==> src/inc/imuout_cfg.svh <==
// Constants for the IMU sample output path: map indices, field layout, timing.
// Assumes inclusion by imuout_pkg and the design files; definitions only.
`ifndef IMUOUT_CFG_SVH
`define IMUOUT_CFG_SVH

// Byte addresses of the data registers (acc 0..5, gyro 6..11)
`define IMUOUT_ADDR_ACC0   4'h0
`define IMUOUT_ADDR_ACC5   4'h5
`define IMUOUT_ADDR_GYR0   4'h6
`define IMUOUT_ADDR_GYR5   4'hb
`define IMUOUT_NUM_BYTES   12
// Config field positions within accel_config_reg / gyro_config_reg
`define IMUOUT_ODR_LSB     0
`define IMUOUT_ODR_MSB     3
`define IMUOUT_BWP_LSB     4
`define IMUOUT_BWP_MSB     6
`define IMUOUT_PERF_BIT    7
`define IMUOUT_BWP_NORMAL  3'h2
`define IMUOUT_CFG_RESET   8'ha8
// Accel odr codes: 0x1 = 0.78 Hz ... 0xc = 1600 Hz; 0x8 = 100 Hz
`define IMUOUT_ODR_MIN     4'h1
`define IMUOUT_ODR_LP_MIN  4'h1
`define IMUOUT_ODR_LP_MAX  4'ha
`define IMUOUT_ODR_HP_MIN  4'h5
`define IMUOUT_ODR_TOP     4'hc
// Base sample tick 1600 Hz, drdy pulse one 6400 Hz period
`define IMUOUT_CLK_HZ      100000000
`define IMUOUT_BASE_HZ     1600
`define IMUOUT_DRDY_HZ     6400
`define IMUOUT_TICK_CYC    (`IMUOUT_CLK_HZ / `IMUOUT_BASE_HZ)
`define IMUOUT_DRDY_CYC    (`IMUOUT_CLK_HZ / `IMUOUT_DRDY_HZ)

`endif

==> src/inc/imuout_pkg.sv <==
// Types for the IMU sample output path.
// Assumes imuout_cfg.svh is on the include path.
`include "imuout_cfg.svh"
package imuout_pkg;
  typedef logic [7:0]  imuout_byte_t;
  typedef logic [15:0] imuout_word_t;
  typedef logic [3:0]  imuout_addr_t;
  typedef enum logic [1:0] {
    IMUOUT_IDLE,
    IMUOUT_ACQ,
    IMUOUT_EMIT
  } imuout_phase_t;
endpackage : imuout_pkg

==> src/hdl/imuout_axis_lock.sv <==
// One axis of byte-wide sample readout with high-byte shadowing.
// Assumes read strobes are one-cycle pulses on sys_clk.
`timescale 1ns/10ps
module imuout_axis_lock
  import imuout_pkg::*;
(
  input  wire logic                     sys_clk,
  input  wire logic                     rst,
  input  wire imuout_pkg::imuout_word_t sample,
  input  wire logic                     rd_low,
  input  wire logic                     rd_high,
  output      imuout_pkg::imuout_byte_t low_byte,
  output      imuout_pkg::imuout_byte_t high_byte
);
  logic         locked;
  imuout_byte_t shadow;

  // Low byte tracks the sample live; high byte shows the shadow once locked
  assign low_byte  = sample[7:0];
  assign high_byte = locked ? shadow : sample[15:8];

  // Lock on low read, release on high read so the next pair is fresh
  always_ff @(posedge sys_clk) begin
    if (rst) begin
      locked <= 1'b0;
      shadow <= 8'h00;
    end else if (rd_low) begin
      locked <= 1'b1;
      shadow <= sample[15:8];
    end else if (rd_high) begin
      locked <= 1'b0;
    end
  end

  AST_LOCK_HOLDS:
  assert property (@(posedge sys_clk) disable iff (rst)
    rd_low && !rd_high ##1 !rd_low && !rd_high |-> high_byte == $past(sample[15:8], 1))
    else $error("high byte not frozen after low read");

  AST_RELEASE:
  assert property (@(posedge sys_clk) disable iff (rst)
    rd_high && !rd_low |=> high_byte == sample[15:8])
    else $error("high byte still locked after high read");
endmodule : imuout_axis_lock

==> src/hdl/imuout_path.sv <==
// IMU sample output path: byte registers, rate engine, drdy flags.
// Assumes raw samples arrive synchronous to sys_clk as 1600 Hz strobes;
// host reads arrive as one-cycle strobes from the serial port logic.
//
// Behaviour
// - Accel axes: 16-bit two's complement, six bytes.
// - Low-byte read freezes paired accel high byte.
// - Gyro axes: 16-bit two's complement, six bytes.
// - Gyro low byte first; high byte then locked.
// - Perf bit set: equidistant accel, 12.5-1600 Hz.
// - Accel bandwidth field picks filter; 0x02 normal.
// - Normal accel cutoff scales with rate.
// - Normal accel group delay falls with rate.
// - Power save, no perf: duty-cycled idle/acquire.
// - Low power accel: ten rates, 0.78-400 Hz.
// - Average 2^bwp samples, skip remainder per cycle.
// - Drdy raised when full accel set written.
// - Unlatched drdy lasts one 6400 Hz period.
// - Status read clears interrupt drdy bit.
// - Any accel data read clears status drdy.
// - Drdy reaches pin only when mapped.
// - Gyro perf: equidistant 25 Hz to 3.2 kHz.
// - Gyro bandwidth field; 0x02 normal filter.
// - Normal gyro cutoff 11 to 751 Hz.
// - Normal gyro group delay 40 to 0.68 ms.
`timescale 1ns/10ps
`include "imuout_cfg.svh"
module imuout_path
  import imuout_pkg::*;
(
  input  wire logic                     sys_clk,
  input  wire logic                     rst,
  input  wire logic [7:0]               accel_config_reg,
  input  wire logic [7:0]               gyro_config_reg,
  input  wire logic                     adv_power_save,
  input  wire logic                     accel_enable,
  input  wire logic                     gyro_enable,
  input  wire logic                     drdy_latched,
  input  wire logic                     drdy_map_int1,
  input  wire logic                     drdy_map_int2,
  input  wire logic                     raw_strobe,
  input  wire imuout_pkg::imuout_word_t raw_acc_x,
  input  wire imuout_pkg::imuout_word_t raw_acc_y,
  input  wire imuout_pkg::imuout_word_t raw_acc_z,
  input  wire imuout_pkg::imuout_word_t filt_gyr_x,
  input  wire imuout_pkg::imuout_word_t filt_gyr_y,
  input  wire imuout_pkg::imuout_word_t filt_gyr_z,
  input  wire logic                     gyr_strobe,
  input  wire logic                     rd_strobe,
  input  wire imuout_pkg::imuout_addr_t rd_addr,
  input  wire logic                     int_status_rd,
  output      imuout_pkg::imuout_byte_t rd_data,
  output      logic                     status_drdy_acc,
  output      logic                     int_status_drdy_acc,
  output      logic                     int1_out,
  output      logic                     int2_out,
  output      logic                     acc_low_power,
  output      logic                     acc_odr_valid
);
  localparam int TICK_CYC = `IMUOUT_TICK_CYC;
  localparam int DRDY_CYC = `IMUOUT_DRDY_CYC;

  // Configuration decode
  wire [3:0] acc_odr  = accel_config_reg[`IMUOUT_ODR_MSB:`IMUOUT_ODR_LSB];
  wire [2:0] acc_bwp  = accel_config_reg[`IMUOUT_BWP_MSB:`IMUOUT_BWP_LSB];
  wire       acc_perf = accel_config_reg[`IMUOUT_PERF_BIT];
  wire [3:0] gyr_odr  = gyro_config_reg[`IMUOUT_ODR_MSB:`IMUOUT_ODR_LSB];
  wire [2:0] gyr_bwp  = gyro_config_reg[`IMUOUT_BWP_MSB:`IMUOUT_BWP_LSB];
  wire       gyr_perf = gyro_config_reg[`IMUOUT_PERF_BIT];

  // Low power only with power save and perf bit clear; otherwise equidistant
  wire lp_mode = adv_power_save && !acc_perf;
  wire odr_ok_hp = acc_odr >= `IMUOUT_ODR_HP_MIN && acc_odr <= `IMUOUT_ODR_TOP;
  wire odr_ok_lp = acc_odr >= `IMUOUT_ODR_LP_MIN && acc_odr <= `IMUOUT_ODR_LP_MAX;
  wire odr_ok = lp_mode ? odr_ok_lp : odr_ok_hp;
  // Base samples per output period: 1600/ODR, a power of two per code step
  wire [3:0]  div_exp = `IMUOUT_ODR_TOP - acc_odr;
  wire [11:0] period  = odr_ok ? (12'h001 << div_exp) : 12'h001;
  // Averaging count 2^bwp, capped at the period so skip never goes negative
  wire [11:0] avg_raw = 12'h001 << acc_bwp;
  wire [11:0] avg_cnt = lp_mode ? ((avg_raw > period) ? period : avg_raw) : 12'h001;
  // Normal mode decimates; filter shaping by bwp is done upstream
  wire normal_filt = acc_bwp == `IMUOUT_BWP_NORMAL;
  wire gyr_normal  = gyr_bwp == `IMUOUT_BWP_NORMAL;
  wire gyr_run     = gyro_enable && gyr_perf && gyr_normal;

  assign acc_low_power = lp_mode;
  assign acc_odr_valid = odr_ok;

  // Base 1600 Hz tick from a divider; raw_strobe gives data, tick gives cadence
  // Sixteen bits: the tick count exceeds what fourteen bits can hold
  logic [15:0] tick_cnt;
  wire tick = tick_cnt == 16'(TICK_CYC - 1);
  always_ff @(posedge sys_clk) begin
    if (rst || tick) tick_cnt <= 16'h0000;
    else             tick_cnt <= tick_cnt + 16'h0001;
  end

  // Duty cycle: acquire avg_cnt samples, then idle for the rest of period
  imuout_phase_t phase;
  logic [11:0]   slot;
  logic [11:0]   taken;
  logic [19:0]   sum_x, sum_y, sum_z;
  wire take   = (phase == IMUOUT_ACQ) && raw_strobe;
  wire last_t = take && (taken + 12'h001 == avg_cnt);
  wire slot_end = tick && (slot + 12'h001 >= period);
  // Arithmetic shift by bwp gives the mean of 2^bwp samples when avg_cnt is not capped at period
  wire [3:0] sh = lp_mode ? 4'(acc_bwp) : 4'h0;
  wire signed [19:0] nx = $signed(sum_x + {{4{raw_acc_x[15]}}, raw_acc_x}) >>> sh;
  wire signed [19:0] ny = $signed(sum_y + {{4{raw_acc_y[15]}}, raw_acc_y}) >>> sh;
  wire signed [19:0] nz = $signed(sum_z + {{4{raw_acc_z[15]}}, raw_acc_z}) >>> sh;

  imuout_word_t acc_x, acc_y, acc_z;
  logic         acc_new;

  // Sequencer: one output per period, equidistant when avg_cnt is one
  always_ff @(posedge sys_clk) begin
    if (rst || !accel_enable || !odr_ok) begin
      phase <= IMUOUT_IDLE;
      slot  <= 12'h000;
      taken <= 12'h000;
    end else begin
      unique case (phase)
        IMUOUT_IDLE: begin
          if (tick) begin
            phase <= IMUOUT_ACQ;
            slot  <= 12'h000;
            taken <= 12'h000;
          end
        end
        IMUOUT_ACQ: begin
          if (last_t) phase <= IMUOUT_EMIT;
          if (take)   taken <= taken + 12'h001;
          if (tick)   slot  <= slot + 12'h001;
        end
        IMUOUT_EMIT: begin
          // Skipped samples: wait out the remaining base slots
          if (slot_end) begin
            phase <= IMUOUT_ACQ;
            slot  <= 12'h000;
            taken <= 12'h000;
          end else if (tick) begin
            slot  <= slot + 12'h001;
          end
        end
        default: phase <= IMUOUT_IDLE;
      endcase
    end
  end

  // Accumulators clear when an output is emitted
  always_ff @(posedge sys_clk) begin
    if (rst || last_t || phase != IMUOUT_ACQ) begin
      sum_x <= 20'h00000;
      sum_y <= 20'h00000;
      sum_z <= 20'h00000;
    end else if (take) begin
      sum_x <= sum_x + {{4{raw_acc_x[15]}}, raw_acc_x};
      sum_y <= sum_y + {{4{raw_acc_y[15]}}, raw_acc_y};
      sum_z <= sum_z + {{4{raw_acc_z[15]}}, raw_acc_z};
    end
  end

  // Full three-axis set lands in one edge
  always_ff @(posedge sys_clk) begin
    if (rst) begin
      acc_x   <= 16'h0000;
      acc_y   <= 16'h0000;
      acc_z   <= 16'h0000;
      acc_new <= 1'b0;
    end else begin
      acc_new <= last_t;
      if (last_t) begin
        acc_x <= nx[15:0];
        acc_y <= ny[15:0];
        acc_z <= nz[15:0];
      end
    end
  end

  // Gyro data registers updated on filtered strobe when enabled, in perf mode with bwp 0x02 normal
  imuout_word_t gyr_x, gyr_y, gyr_z;
  always_ff @(posedge sys_clk) begin
    if (rst) begin
      gyr_x <= 16'h0000;
      gyr_y <= 16'h0000;
      gyr_z <= 16'h0000;
    end else if (gyr_strobe && gyr_run) begin
      gyr_x <= filt_gyr_x;
      gyr_y <= filt_gyr_y;
      gyr_z <= filt_gyr_z;
    end
  end

  // Read decode: even address is the low byte of its axis
  wire rd_acc = rd_strobe && rd_addr <= `IMUOUT_ADDR_ACC5;
  wire rd_gyr = rd_strobe && rd_addr >= `IMUOUT_ADDR_GYR0 && rd_addr <= `IMUOUT_ADDR_GYR5;
  imuout_word_t axis_word [6];
  imuout_byte_t axis_lo   [6];
  imuout_byte_t axis_hi   [6];
  assign axis_word[0] = acc_x;
  assign axis_word[1] = acc_y;
  assign axis_word[2] = acc_z;
  assign axis_word[3] = gyr_x;
  assign axis_word[4] = gyr_y;
  assign axis_word[5] = gyr_z;

  // Relies on the host reading low before high for coherent pairs
  for (genvar a = 0; a < 6; a++) begin : g_axis
    wire lo_hit = rd_strobe && rd_addr == 4'(2 * a);
    wire hi_hit = rd_strobe && rd_addr == 4'(2 * a + 1);
    imuout_axis_lock u_lock (
      .sys_clk   (sys_clk),
      .rst       (rst),
      .sample    (axis_word[a]),
      .rd_low    (lo_hit),
      .rd_high   (hi_hit),
      .low_byte  (axis_lo[a]),
      .high_byte (axis_hi[a])
    );
  end

  // Registered read data; unmapped addresses read zero
  wire [2:0]    rd_axis = 3'(rd_addr >> 1);
  wire          rd_hit  = rd_addr <= `IMUOUT_ADDR_GYR5;
  imuout_byte_t next_rd_data;
  assign next_rd_data = !rd_hit ? 8'h00 :
                        rd_addr[0] ? axis_hi[rd_axis] : axis_lo[rd_axis];
  always_ff @(posedge sys_clk) begin
    if (rst)            rd_data <= 8'h00;
    else if (rd_strobe) rd_data <= next_rd_data;
  end

  // Status flags: new data sets wins over a clear in the same cycle
  always_ff @(posedge sys_clk) begin
    if (rst) begin
      status_drdy_acc     <= 1'b0;
      int_status_drdy_acc <= 1'b0;
    end else begin
      if (acc_new)           status_drdy_acc     <= 1'b1;
      else if (rd_acc)       status_drdy_acc     <= 1'b0;
      if (acc_new)           int_status_drdy_acc <= 1'b1;
      else if (int_status_rd) int_status_drdy_acc <= 1'b0;
    end
  end

  // Interrupt line: timed pulse unlatched, else follows the interrupt status flag
  logic [13:0] pulse_cnt;
  wire         drdy_line = drdy_latched ? int_status_drdy_acc : (pulse_cnt != 14'h0000);
  always_ff @(posedge sys_clk) begin
    if (rst)                    pulse_cnt <= 14'h0000;
    else if (acc_new)           pulse_cnt <= 14'(DRDY_CYC);
    else if (pulse_cnt != 14'h0000) pulse_cnt <= pulse_cnt - 14'h0001;
  end

  // Mapping gates the line onto each pin
  always_ff @(posedge sys_clk) begin
    if (rst) begin
      int1_out <= 1'b0;
      int2_out <= 1'b0;
    end else begin
      int1_out <= drdy_line && drdy_map_int1;
      int2_out <= drdy_line && drdy_map_int2;
    end
  end

  AST_DRDY_SET:
  assert property (@(posedge sys_clk) disable iff (rst)
    acc_new |=> status_drdy_acc && int_status_drdy_acc)
    else $error("drdy flags not set after new sample set");

  AST_STATUS_CLR:
  assert property (@(posedge sys_clk) disable iff (rst)
    rd_acc && !acc_new |=> !status_drdy_acc)
    else $error("status drdy not cleared by data read");

  AST_INT_CLR:
  assert property (@(posedge sys_clk) disable iff (rst)
    int_status_rd && !acc_new |=> !int_status_drdy_acc)
    else $error("interrupt drdy not cleared by status read");

  AST_PULSE_LEN:
  assert property (@(posedge sys_clk) disable iff (rst)
    acc_new |=> pulse_cnt == 14'(DRDY_CYC))
    else $error("drdy pulse length wrong");

  AST_UNMAPPED:
  assert property (@(posedge sys_clk) disable iff (rst)
    !$past(drdy_map_int1) |-> !int1_out)
    else $error("int1 asserted while not mapped");

  AST_LP_ODR:
  assert property (@(posedge sys_clk) disable iff (rst)
    lp_mode && acc_odr > `IMUOUT_ODR_LP_MAX |-> !acc_odr_valid)
    else $error("low power accepted rate above 400 Hz");

  AST_AVG_CAP:
  assert property (@(posedge sys_clk) disable iff (rst)
    phase == IMUOUT_ACQ |-> taken < avg_cnt)
    else $error("more samples averaged than configured");

  AST_HP_ONE:
  assert property (@(posedge sys_clk) disable iff (rst)
    !lp_mode |-> avg_cnt == 12'h001)
    else $error("equidistant mode must not average");
endmodule : imuout_path

==> config.mk <==
export PLATFORM = sky130hd
export DESIGN_NAME = imuout_path
export DESIGN_NICKNAME = d
export VERILOG_FILES = /design/src/inc/imuout_pkg.sv /design/src/hdl/imuout_axis_lock.sv /design/src/hdl/imuout_path.sv
export VERILOG_INCLUDE_DIRS = /design/src /design/src/inc
export SDC_FILE = /design/constraint.sdc
export NUM_CORES = 1
export LEC_CHECK = 0
export BUFFER_PORTS_ARGS = -buffer_cell sky130_fd_sc_hd__buf_2
export CELL_PAD_IN_SITES_DETAIL_PLACEMENT = 0
export CELL_PAD_IN_SITES_GLOBAL_PLACEMENT = 2
export CORE_UTILIZATION = 37
export DETAILED_ROUTE_END_ITERATION = 7
export GPL_TIMING_DRIVEN = 1
export PLACE_DENSITY = 0.84
export SYNTH_ARGS = -nofsm -noshare
export SYNTH_HDL_FRONTEND = slang
export SYNTH_SLANG_ARGS = --single-unit
export TNS_END_PERCENT = 5
==> constraint.sdc <==
create_clock -name sys_clk -period 6.85 [get_ports sys_clk]
set_clock_uncertainty 0.1 [all_clocks]
set_input_delay 1.7125 -clock sys_clk [delete_from_list [all_inputs] [get_ports sys_clk]]
set_output_delay 1.7125 -clock sys_clk [all_outputs]
set_load 0.01 [all_outputs]
==> reports/results.tsv <==
metric	value	unit
status	finished, final reports clean	
die_x	225	µm
synth-seq-cells	279	
fin_setup_tns	0	ps
fin_util	42.2	%
synth_top_area_cell	dfxtp_1	
r2r-end	taken[9]	
cts_tree	done	
grt_pass1_wl	87000	µm
fmax	173	MHz
path_max_fanout	60	
htree_levels	2	
drtIter0Drc	1295	
syn_inst	2335	
insertion_delay	560	ps
antenna_found_initial	1	
end_kind	flip-flop	
r2r-start	slot[0]	
required	7180	ps
grt_pass1_vias	15800	
pwr_density_cell	200	nW/µm²
hold_viol_final	0	
final_cell_mix	nor2_1, nand2_1, dfxtp_1	
firstDrtPassIters	5	
syn_area	18400	µm²
grt.overflow.total	0	
crit_cells	19	
worst_pin_slew	1060	ps
final_area	20700	µm²
regToRegSetupSlack	2770	ps
hpwl	40200	µm
synth_top_area_share	30.3	%
p_leak	7.80	nW
ant_nets	0	
start_util	37.6	%
synth_fa_ha_area_share	6.29	%
root_buffer	clkbuf_16	
syn_avg_cell_area	7.89	µm²
synthArstFlopShare	0	%
finalWorstSetupSlack	1060	ps
grt_max_degree	84	
synth_edf_count	0	
cts_max_path_buffers	3	
hold_path.class	reg2reg	
setup_violations	0	
die-area	50700	µm²
period_share	84.6	%
drive_gt1_share	11.8	%
maxSlewHeadroom	29.0	%
cts_setup_buffers	0	
drc_errors	0	
maxCapViolCount	0	
fin_hold_ws	355	ps
num_io_pins	142	
max_stage_delay	550	ps
cts-resized-gates	0	
post_drt_wl_per_cell	17.8	µm
yosys_warnings	0	
nets	2606	
cp.arrival	6120	ps
ys_seq_area_share	30.3	%
wirelength	54600	µm
min_period	5790	ps
synth_xor_area_share	3.95	%
hold_path_depth	2	
synth_compound_area_share	22.7	%
dp_slack	579	ps
grtUsageTotal	21.4	%
cts_buffers	35	
synth.net_count	2553	
diodes	0	
synth_area_leaders	dfxtp_1, mux2i_1, a21oi_1	
gp_congestion	0.849	
ys.flop_type	dfxtp_1	
critPathLaunch	accel_config_reg[0]	
slowest_stage	or4_1	
syn_to_final_growth	12.4	%
synthSimpleGateAreaFrac	22.3	%
core_area	49100	µm²
core.rowCount	81	
path_clk_slew	60	ps
critPathKind	in2reg	
path_cells	buf_2 -> or2_1 -> inv_1 -> ha_1 -> nand2b_1 -> a211oi_1 -> a211oi_1 -> buf_4 -> ha_1 -> nor2b_1 -> o211ai_1 -> a21oi_1 -> o211ai_1 -> a221oi_1 -> o22ai_1 -> or4_1 -> nand3_2 -> buf_12 -> nor3_1	
cp_top_family	compound AO/OA/AOI/OAI gates	
cts.sinks	279	
drt-vias-per-instance	5.59	
rsz0062_at_grt	false	
die-height	225	µm
hold_buffers	0	
final_common_cell	nor2_1	
start_kind	input pin	
slew_violations	0	
yosysUniqueCellTypes	87	
critPathBufInv	4	
vias	17200	
dpl_cell_area	19600	µm²
synth_top_family_by_area	compound AO/OA/AOI/OAI gates	
muxShareOfSynthArea	10.4	%
reg2reg_depth	16	
peakVddDrop	0.151	mV
endpoint	sum_x[19]	
portBuffers	137	
-- area by class of cell --
| class | count | area, µm² |
|---|---|---|
| inverters | 41 | 154 |
| clock buffers | 46 | 987 |
| flip-flops and latches | 279 | 5590 |
| fillers | 5033 | 28300 |
| multi-input cells | 1869 | 12100 |
| well taps | 664 | 831 |
| clock inverters | 15 | 126 |
| repair buffers | 162 | 901 |
-- worst min-delay path, cell delays in order, from the launching register on --
cell,delay [ps]
dfxtp_1,310
nand2_1,50
a21oi_1,50
-- synthesized netlist by cell type (9+ instances only) --
master	instances
nand2_1	289
nor2_1	288
dfxtp_1	279
a21oi_1	226
mux2i_1	136
clkbuf_1	113
ha_1	87
o21ai_0	87
a211oi_1	65
nand3_1	62
nor3_1	43
xnor2_1	42
xor2_1	41
inv_1	40
a21o_1	35
o211ai_1	34
nand2b_1	28
nand4_1	23
and2_1	20
nor2b_1	20
and3_1	18
mux4_2	18
o21a_1	18
o22ai_1	18
a31oi_1	17
nor4_1	17
or3_1	17
buf_1	16
mux2_2	14
o21bai_1	13
a2111oi_0	12
a221oi_1	12
nor3b_1	12
o211a_1	10
buf_2	9
or2_2	9
-- registers in the layout, summed over array words and instances (netlist names) --
name                  cells
sum_y                    20
tick_cnt                 16
acc_y                    16
rd_data                   8
int2_out                  1
acc_new                   1
status_drdy_acc           1
gyr_x                    16
slot                     12
g_axis.u_lock.shadow     48
acc_x                    16
acc_z                    16
sum_x                    20
gyr_z                    16
sum_z                    20
taken                    12
pulse_cnt                14
int_status_drdy_acc       1
int1_out                  1
phase                     2
gyr_y                    16
g_axis.u_lock.locked      6
-- metal layers --
layer	vias up	global-route usage (%)	wire length, µm
met3	81	3.35	2910
met2	409	32.7	23700
met1	8090	31.1	26900
met4	2	5.07	1060
met5	-	0	11
li1	8615	-	-
-- kinds of logic after synthesis --
group / after synthesis
muxes: 168
xor gates and xnor gates: 83
DFF: 279
AOI/OAI and AO/OA: 641
adders and majority gates: 91
buffers and inverters: 187
and+or+nand+nor: 886
-- where the power goes --
| part | internal, W | total, W | leakage [nW] | switching, W |
|---|---|---|---|---|
| clock network | 0.00106 | 0.00183 | 0.550 | 0.000769 |
| logic | 0.000243 | 0.000620 | 5.00 | 0.000377 |
| registers | 0.00166 | 0.00170 | 2.25 | 0.0000359 |
-- through the flow --
step	total power, W	instances
floorplan	0.00217	2335
global placement	0.00234	3015
detailed placement	0.00235	3015
CTS	0.00419	3076
global route	0.00433	3076
finish	0.00414	3076
-- how the worst min path moves through the flow --
| stage | startpoint | endpoint | slack (ps) |
|---|---|---|---|
| floorplan | tick_cnt[0] | tick_cnt[0] | 320 |
| global placement | tick_cnt[0] | tick_cnt[0] | 330 |
| detailed placement | gyr_x[5] | gyr_x[5] | 350 |
| CTS | gyr_x[5] | gyr_x[5] | 360 |
| global route | sum_z[12] | sum_z[12] | 370 |
| finish | sum_z[3] | sum_z[3] | 360 |
No activity file was read; power rests on OpenSTA's default activity.
